==> src/bptx_pkg.sv <==
package bptx_pkg;
    // Transmit power-state request codes
    typedef enum logic [1:0] {
        BPTX_TX_QUIET = 2'b00,
        BPTX_TX_ALERT = 2'b01,
        BPTX_TX_DATA = 2'b10
    } bptx_txmode_t;

    // Receive power-state request codes
    localparam logic BPTX_RX_QUIET = 1'b0;
    localparam logic BPTX_RX_DATA = 1'b1;

    // Register offsets (byte addresses)
    localparam logic [7:0] BPTX_OFF_CTRL = 8'h00;
    localparam logic [7:0] BPTX_OFF_STAT = 8'h04;
    localparam logic [7:0] BPTX_OFF_IRQ_STAT = 8'h08;
    localparam logic [7:0] BPTX_OFF_IRQ_CLR = 8'h0C;
    localparam logic [7:0] BPTX_OFF_IRQ_EN = 8'h10;

    // Control register fields
    localparam int BPTX_CTRL_TXOFF = 0;
    localparam int BPTX_CTRL_LOOP = 1;
    localparam int BPTX_CTRL_FLTOFF = 2;
    localparam int BPTX_CTRL_AUTOOFF = 3;
    localparam logic [3:0] BPTX_CTRL_RST = 4'h8;

    // Status register fields
    localparam int BPTX_ST_TXOFF = 0;
    localparam int BPTX_ST_SUBFLT = 1;
    localparam int BPTX_ST_TXFLT = 2;
    localparam int BPTX_ST_RXFLT = 3;
    localparam int BPTX_ST_TXEN = 4;
    localparam int BPTX_ST_FULL = 5;
    localparam int BPTX_ST_RXLPI = 6;

    // Interrupt event bits
    localparam int BPTX_EV_SUBFLT = 0;
    localparam int BPTX_EV_QUIET = 1;
    localparam int BPTX_EV_WAKE = 2;
    localparam int BPTX_EV_RXQ = 3;
    localparam int BPTX_EV_W = 4;

    // Alert pattern and timing
    localparam logic [15:0] BPTX_ALERT_PAT = 16'hFF00;
    localparam int BPTX_CLK_MHZ = 40;
    localparam int BPTX_QUIET_NS = 500;
    localparam int BPTX_ALERT_NS = 500;
    localparam int BPTX_DATA_US = 5;
    localparam int BPTX_QUIET_CYC = (BPTX_QUIET_NS * BPTX_CLK_MHZ) / 1000;
    localparam int BPTX_ALERT_CYC = (BPTX_ALERT_NS * BPTX_CLK_MHZ) / 1000;
    localparam int BPTX_DATA_CYC = BPTX_DATA_US * BPTX_CLK_MHZ;
endpackage
==> src/bptx_ctrl.sv <==
// The plain strobed port and the register offsets were decided locally.
`timescale 1ns/1ps
// Summary of operation
// - Transmit-off function is always built since low-power idle is supported.
// - Global transmit-off forces constant output level with no transitions.
// - Aggregate fault may switch the transmitter off, when enabled.
// - Transmit-off never changes loopback; looped data still reaches receive path.
// - On QUIET request, output goes idle within 500 ns and stays idle.
// - On ALERT request, transmitter restarts within 500 ns at full swing.
// - On DATA request, output is fully compliant within 5 us.
// - Loopback routes transmit data into receive path, ignoring link input.
// - Aggregate fault is OR of receive, transmit and other faults.
// - Transmit-off alone is never reported as a transmit fault.
// - A transmit fault also asserts the global transmit-off control.
// - Receive and transmit fault detectors drive their own status bits.
// - Transmitter signals sleep, refresh and wake to partner per mode requests.
// - Receive low-power state follows partner, independent of transmit state.
// - During ALERT a repeating 16-bit pattern 0xFF00 is sent.
module bptx_ctrl #(
    parameter int DATA_W = 16,
    parameter int DATA_CYC = bptx_pkg::BPTX_DATA_CYC
) (
    input wire logic i_mclk,
    input wire logic i_srst,
    input wire logic [7:0] i_addr,
    input wire logic [31:0] i_wdata,
    input wire logic i_wr,
    input wire logic i_rd,
    output logic [31:0] o_rdata,
    input wire logic [1:0] i_tx_lpi_request,
    input wire logic i_rx_lpi_request,
    input wire logic [DATA_W-1:0] i_tx_data,
    input wire logic [DATA_W-1:0] i_line_rx_data,
    input wire logic i_tx_fault_det,
    input wire logic i_rx_fault_det,
    input wire logic i_impl_fault_det,
    output logic [DATA_W-1:0] o_line_tx_data,
    output logic o_line_tx_en,
    output logic o_line_tx_full,
    output logic [DATA_W-1:0] o_rx_data,
    output logic o_rx_lpi,
    output logic o_irq
);
    localparam int CW = $clog2(DATA_CYC + 1);

    logic [3:0] ctrl_q;
    logic tx_fault_flag_q;
    logic rx_fault_flag_q;
    logic sublayer_fault_flag_q;
    logic [1:0] mode_q;
    logic [CW-1:0] settle_q;
    logic [4:0] irq_st_q;
    logic [4:0] irq_en_q;
    logic [DATA_W-1:0] tx_q;
    logic tx_en_q;
    logic full_q;
    logic [DATA_W-1:0] rx_q;
    logic rx_lpi_q;
    logic [31:0] rdata_q;
    logic irq_q;

    // Decoded controls and conditions
    wire wr_ctrl = i_wr && (i_addr == bptx_pkg::BPTX_OFF_CTRL);
    wire wr_clr = i_wr && (i_addr == bptx_pkg::BPTX_OFF_IRQ_CLR);
    wire wr_en = i_wr && (i_addr == bptx_pkg::BPTX_OFF_IRQ_EN);
    wire loop_sel = ctrl_q[bptx_pkg::BPTX_CTRL_LOOP];
    // Fault feeds transmit-off only when software allows it, since turning off is optional
    wire flt_off = ctrl_q[bptx_pkg::BPTX_CTRL_FLTOFF] && sublayer_fault_flag_q;
    // Transmit fault forces the control bit; the control bit never feeds the fault
    wire global_tx_off_ctl = ctrl_q[bptx_pkg::BPTX_CTRL_TXOFF];
    wire req_quiet = (i_tx_lpi_request == bptx_pkg::BPTX_TX_QUIET);
    wire req_alert = (i_tx_lpi_request == bptx_pkg::BPTX_TX_ALERT);
    // Unused code 2'b11 is treated as DATA
    wire req_data = !req_quiet && !req_alert;
    wire tx_on_d = !global_tx_off_ctl && !flt_off && !req_quiet;
    wire mode_chg = (i_tx_lpi_request != mode_q);
    wire [4:0] ev = {mode_chg && req_data,
        (i_rx_lpi_request == bptx_pkg::BPTX_RX_QUIET) && !rx_lpi_q,
        mode_chg && req_alert,
        mode_chg && req_quiet,
        (i_tx_fault_det || i_rx_fault_det || i_impl_fault_det) && !sublayer_fault_flag_q};
    wire [31:0] stat_w = {25'h0000000, rx_lpi_q, full_q, tx_en_q, rx_fault_flag_q,
        tx_fault_flag_q, sublayer_fault_flag_q, global_tx_off_ctl};
    wire [31:0] rd_mux = (i_addr == bptx_pkg::BPTX_OFF_CTRL) ? {28'h0000000, ctrl_q} :
        (i_addr == bptx_pkg::BPTX_OFF_STAT) ? stat_w :
        (i_addr == bptx_pkg::BPTX_OFF_IRQ_STAT) ? {27'h0000000, irq_st_q} :
        (i_addr == bptx_pkg::BPTX_OFF_IRQ_EN) ? {27'h0000000, irq_en_q} : 32'h00000000;

    // Control register; a transmit fault sets transmit-off and wins over a write
    always_ff @(posedge i_mclk) begin
        if (i_srst) begin
            ctrl_q <= bptx_pkg::BPTX_CTRL_RST;
        end else begin
            if (wr_ctrl) begin
                ctrl_q <= i_wdata[3:0];
            end
            if (i_tx_fault_det && ctrl_q[bptx_pkg::BPTX_CTRL_AUTOOFF]) begin
                ctrl_q[bptx_pkg::BPTX_CTRL_TXOFF] <= 1'b1;
            end
        end
    end

    // Fault flags follow the detectors; aggregate is their OR
    always_ff @(posedge i_mclk) begin
        if (i_srst) begin
            tx_fault_flag_q <= 1'b0;
            rx_fault_flag_q <= 1'b0;
            sublayer_fault_flag_q <= 1'b0;
        end else begin
            tx_fault_flag_q <= i_tx_fault_det;
            rx_fault_flag_q <= i_rx_fault_det;
            sublayer_fault_flag_q <= i_tx_fault_det || i_rx_fault_det || i_impl_fault_det;
        end
    end

    // Mode tracking and DATA settle counter for the full-compliance indication
    always_ff @(posedge i_mclk) begin
        if (i_srst) begin
            mode_q <= bptx_pkg::BPTX_TX_DATA;
            settle_q <= '0;
            full_q <= 1'b1;
        end else begin
            mode_q <= i_tx_lpi_request;
            if (!req_data || !tx_on_d) begin
                settle_q <= '0;
                full_q <= 1'b0;
            end else if (settle_q != CW'(DATA_CYC - 1)) begin
                settle_q <= settle_q + CW'(1);
                full_q <= (mode_q != bptx_pkg::BPTX_TX_DATA) ? 1'b0 : full_q;
            end else begin
                full_q <= 1'b1;
            end
        end
    end

    // Line output: one cycle after request, well inside 500 ns; idle holds a constant zero
    always_ff @(posedge i_mclk) begin
        if (i_srst) begin
            tx_q <= '0;
            tx_en_q <= 1'b0;
        end else begin
            tx_en_q <= tx_on_d;
            if (!tx_on_d) begin
                tx_q <= '0;
            end else if (req_alert) begin
                tx_q <= DATA_W'(bptx_pkg::BPTX_ALERT_PAT);
            end else begin
                tx_q <= i_tx_data;
            end
        end
    end

    // Receive path: loopback takes the transmit data regardless of transmit-off
    always_ff @(posedge i_mclk) begin
        if (i_srst) begin
            rx_q <= '0;
            rx_lpi_q <= 1'b0;
        end else begin
            rx_q <= loop_sel ? i_tx_data : i_line_rx_data;
            rx_lpi_q <= (i_rx_lpi_request == bptx_pkg::BPTX_RX_QUIET);
        end
    end

    // Interrupts: a new event wins over a clear in the same cycle
    always_ff @(posedge i_mclk) begin
        if (i_srst) begin
            irq_st_q <= '0;
            irq_en_q <= '0;
            irq_q <= 1'b0;
        end else begin
            irq_st_q <= (irq_st_q & ~(wr_clr ? i_wdata[4:0] : 5'h00)) | ev;
            if (wr_en) begin
                irq_en_q <= i_wdata[4:0];
            end
            irq_q <= |(irq_st_q & irq_en_q);
        end
    end

    // Read data stands one cycle after the strobe only
    always_ff @(posedge i_mclk) begin
        if (i_srst) begin
            rdata_q <= 32'h00000000;
        end else begin
            rdata_q <= i_rd ? rd_mux : 32'h00000000;
        end
    end

    assign o_rdata = rdata_q;
    assign o_line_tx_data = tx_q;
    assign o_line_tx_en = tx_en_q;
    assign o_line_tx_full = full_q;
    assign o_rx_data = rx_q;
    assign o_rx_lpi = rx_lpi_q;
    assign o_irq = irq_q;
endmodule

==> config.mk <==
export PLATFORM = sky130hd
export DESIGN_NAME = bptx_ctrl
export DESIGN_NICKNAME = d
export VERILOG_FILES = /design/src/bptx_pkg.sv /design/src/bptx_ctrl.sv
export SDC_FILE = /design/constraint.sdc
export NUM_CORES = 1
export LEC_CHECK = 0
export BUFFER_PORTS_ARGS = -buffer_cell sky130_fd_sc_hd__buf_2
export CAP_MARGIN = 20
export CORE_MARGIN = 1
export CORE_UTILIZATION = 30
export CTS_CLUSTER_SIZE = 14
export DETAILED_ROUTE_END_ITERATION = 10
export PLACE_DENSITY = 0.68
export SLEW_MARGIN = 40
export SYNTH_ARGS = -nofsm -noshare
export SYNTH_HDL_FRONTEND = slang
export SYNTH_SLANG_ARGS = --single-unit
==> constraint.sdc <==
create_clock -name i_mclk -period 1.8 [get_ports i_mclk]
set_clock_uncertainty 0.05 [all_clocks]
set_input_delay 0.18 -clock i_mclk [delete_from_list [all_inputs] [get_ports i_mclk]]
set_output_delay 0.18 -clock i_mclk [all_outputs]
set_load 0.02 [all_outputs]
* Word level (Yosys, flattened, before mapping) *
Index checks and enable logic that the tools add are counted.

storage, ports and cells
  output and inout port bits = 68
  memories = 0
  input port bits = 82
  bits in writable memories = 0
  bits in latches = 0
  register bits = 95
  ROM bits = 0

operators by class
  mux-type cells = 12
  $add $sub $neg = 1
  multipliers = 0
  reductions and logical operators = 34
  $lt $le $gt $ge = 0
  bitwise logic cells = 7
  shift-type cells = 0
  equal/unequal tests = 9
  div/mod/pow operators = 0

operators with widths
  kind                                           number
  two-way mux 16 bit                             2
  == test 8 x 4 -> 1 bit, second input constant  2
  two-way mux 5 bit                              3
  logical AND 1 bit                              13
  bitwise AND 5 bit                              2
  OR reduction 5 bit                             2
  adder 8 x 1 -> 8 bit, second input constant    1
  == test 8 x 3 -> 1 bit, second input constant  1
  == test 8 x 5 -> 1 bit, second input constant  1
  zero test 1 bit                                8
  zero test 8 bit                                1
  != test 8 bit, second input constant           1
  two-way mux 7 bit                              1
  OR reduction 2 bit                             3
  OR reduction 3 bit                             2
  two-way mux 1 bit                              5
  NOT 5 bit                                      1
  OR 5 bit                                       1
  two-way mux 4 bit                              1
  logical OR 1 bit                               3
  != test 3 x 2 -> 1 bit, second input constant  1
  NOT 1 bit                                      3
  == test 2 x 1 -> 1 bit, second input constant  1
  zero test 2 bit                                1
  other kinds (3)                                3

* Longest topological paths before layout *
  word-level depth = 7
  mapped depth = 5
  mapped depth without buffers = 4

* Least setup slack after synthesis *
Ideal clock, no wire load.

  path type = input-to-reg
  start = in i_addr[2]
  end = reg irq_en_q[0]
  stages = 4
  setup slack = 0.307 ns
  data required time = 1.678 ns
  data arrival time = 1.372 ns
  cells stage by stage = buf_6 > or4b_4 > nor4_4 > mux2i_1

between the ends
  word-level cells in the longest chain between the ends = 2

ends and longest elaborated chain
  element                 line              source
  start, declared         bptx_ctrl.sv:25   input wire logic [7:0] i_addr,
  == test 8 x 5 -> 1 bit  bptx_ctrl.sv:65   wire wr_en = i_wr && (i_addr == bptx_pkg::BPTX_OFF_IRQ_EN);
  logical AND 1 bit       bptx_ctrl.sv:65
  end signal, assigned    bptx_ctrl.sv:173  irq_en_q <= i_wdata[4:0];
  end, declared           bptx_ctrl.sv:53   logic [4:0] irq_en_q;

Every way passes these cells.
A chain may end at the register's enable or synchronous reset.

* Worst setup path after layout *
  start = reg settle_q[0]
  end = reg settle_q[1]

between the ends
  word-level cells in the longest chain between the ends = 1
  elaborated cells between the ends (all ways) = 2
  those cells by class = add/sub (1); eq/ne (1)

ends and longest elaborated chain
  element                                                line                                source
  start, declared                                        bptx_ctrl.sv:51                     logic [CW-1:0] settle_q;
  start signal, assigned                                 bptx_ctrl.sv:128                    settle_q <= settle_q + CW'(1);
  adder 8 x 1 -> 8 bit or != test 8 bit (tied branches)  bptx_ctrl.sv:128, bptx_ctrl.sv:127

Several ways; a longest one is shown, not always the timed one.

==> flow_summary.toml <==
[floorplanning]
rows = 35
die_h_microns = 101
die_w_microns = 101
ioPinCount = 150
core-area_sq_um = 9370
start_util_pct = 31.4
die_area_sq_um = 10200

[layout]
layout_commonest_cell = "buf_2"
utilization_pct = 40.5
final_cell_mix = "97 x buf_2, 70 x dfxtp_1, 32 x nor2_1, 26 x mux2i_1, 25 x conb_1"
regArea_sq_um = 1400
drive_gt1_share_pct = 31.4
stdcell_count = 549
diodes = 0
fill_cells = 956
multi_input_area_sq_um = 1360
synthToLayoutAreaGrowth_pct = 29.0
fin_nets = 498

[placed_design]
io_buffers = 97
dp_cells = 525
routabilityCongestion = 0.813
dp_hpwl_microns = 5210

[synth]
synth-seq-cells = 70
synth-seq-area-share_pct = 47.7
synth_area_sq_um = 2940
synth_edf_count = 0
synth_cell_types = 45
async_flop_share_pct = 0
syn_inst = 305
syn_area_per_cell_sq_um = 9.64
ys_warn_count = 0
synth_ff_type = "dfxtp_1"

[clock_network]
path_clk_slew_ns = 0.07
cts-root-buf = "clkbuf_8"
htreeDepth = 3
clockBufferDepth = 2
insertion_delay_ns = 0.34
cts_hold_buf = 8
ctsResizeCount = 0
postCtsSetupBuffers = 0
cts_tree = "yes"
cts.sinks = 70
cts_made_buffers = 9

[min_path]
holdCritPathClass = "in -> reg"

[routing]
wl_microns = 7090
ant_nets = 0
viasPerCell = 4.50
avgRoutedWirePerCell_microns = 12.9
drt_iter0_markers = 53
drt_first_pass_iters = 5
vias = 2468
route.detailed.drc = 0

[critical_path]
critPathKind = "reg -> reg"
start_kind = "flop"
setup.worst_path.end_class = "flop"
worstPathRequired_ns = 2.02
timing.reg2reg.setup_slack_ns = 0.21
critPathArrivalTime_ns = 1.81
path_max_fanout = 6

[timing]
fin_crit_ns = 1.59
hold_viol_final = 0
grt_setup_unrepaired = "no"
post-route-period-util_pct = 88.2
max_freq_ghz = 0.630
setup_viol = 0
holdWs_ns = 0.0156
tns_ns = 0
finalMaxSlewViolations = 0

[global_routing]
grt.total_usage_pct = 13.7
grt_pass1_wl_microns = 10700
antenna_found_initial = 0
grt_pass1_vias = 2278
grt_overflow_total = 0
grt_start_max_net_pins = 35

[power]
ir_drop_uv = 537
power_leakage_nw = 1.67
switchingPower_mw = 0.862
power_density_nw_per_um2 = 908
p_clk_share_pct = 40.9
intPower_mw = 2.58
seqPwrFrac_pct = 47.6
combPwrFrac_pct = 11.6
swShare_pct = 25.0

[outcome]
status = "completed"

[flow_run]
max_cap_viol_count = 0
-- worst max-delay path: stages (launching register included) --
cell and delay, ns:
dfxtp_1 0.42, ha_1 0.28, nor4bb_1 0.47, nand3_1 0.16, a21oi_1 0.15
-- synth_stat cells, types with 3 or more instances --
cell	count	area share, %
dfxtp_1	70	48
nor2_1	32	4.1
buf_4	26	6.6
mux2i_1	26	8.9
a21oi_1	15	2.6
nand2_1	13	1.7
o21a_1	10	2.6
and3_1	9	1.9
clkbuf_1	9	1.1
nand3b_1	8	2.0
nand2b_1	7	1.5
nand3_1	6	1.0
nor2b_1	6	1.3
o21ai_0	6	1.0
nor3_1	5	0.85
a211oi_1	4	1.0
a31o_2	4	1.2
and4_1	4	1.2
inv_1	4	0.51
nand4_1	4	0.85
or3_1	4	0.85
or2_2	3	0.64
xor2_1	3	0.89
-- layer usage --
metal  vias up  part of all wire, %  GRT usage (%)
met4         0                  1.1           5.02
met1      1144                   42           16.2
met2        76                   51           23.2
li1       1237                    -              -
met3        11                  5.9           4.44
met5         -                    0              0
-- metrics by stage --
| step | total power [mW] | setup slack [ns] | cell area [sq um] |
|---|---|---|---|
| finish | 3.45 | 0.212 | 3790 |
| global route | 3.59 | 0.0441 | 3790 |
| CTS | 3.49 | 0.220 | 3790 |
| detailed placement | 2.06 | 0.148 | 3490 |
| global placement | 2.05 | 0.180 | 3490 |
| floorplan | 1.94 | 0.307 | 3030 |
-- path summary, 6_finish.rpt --
kind                     start            to  cells after the start
max                settle_q[0]   settle_q[1]                      4
min          i_line_rx_data[1]  o_rx_data[1]                      3
max reg2reg        settle_q[0]   settle_q[1]                      4
min reg2reg        irq_en_q[2]   irq_en_q[2]                      2
-- layout make-up --
type	count	share of cell area (%)
clock inverters	5	2.14
multi-input cells	216	35.9
well taps	129	4.25
inverters	4	0.396
repair buffers	114	16.7
flip-flops and latches	70	36.9
clock buffers	11	3.73
-- flip-flops by register name (all words and copies together) (netlist names), 2 cells and up --
signal          count
ctrl_q              4
irq_en_q            5
irq_st_q            5
mode_q              2
o_line_tx_data     16
o_rdata             7
o_rx_data          16
settle_q            8
-- cells by family after synthesis --
family | after synthesis | synth area share, %
buf+inv | 43 | 9.15
fa+ha+maj | 1 | 0.425
compound gates | 47 | 10.7
simple gates | 113 | 21.9
other cells | 1 | 0.128
mux | 26 | 8.85
flops | 70 | 47.7
xor+xnor | 4 | 1.19
-- power by group through the flow --
stage	Sequential [mW]	Clock [mW]	Combinational (mW)
6_report	1.64	1.41	0.398
5_1_grt	1.64	1.51	0.436
4_1_cts	1.64	1.46	0.401
3_5_place_dp	1.67	0	0.387
3_3_place_gp	1.67	0	0.380
2_1_floorplan	1.72	0	0.221
Note: power is estimated with default switching activity, not from simulation.
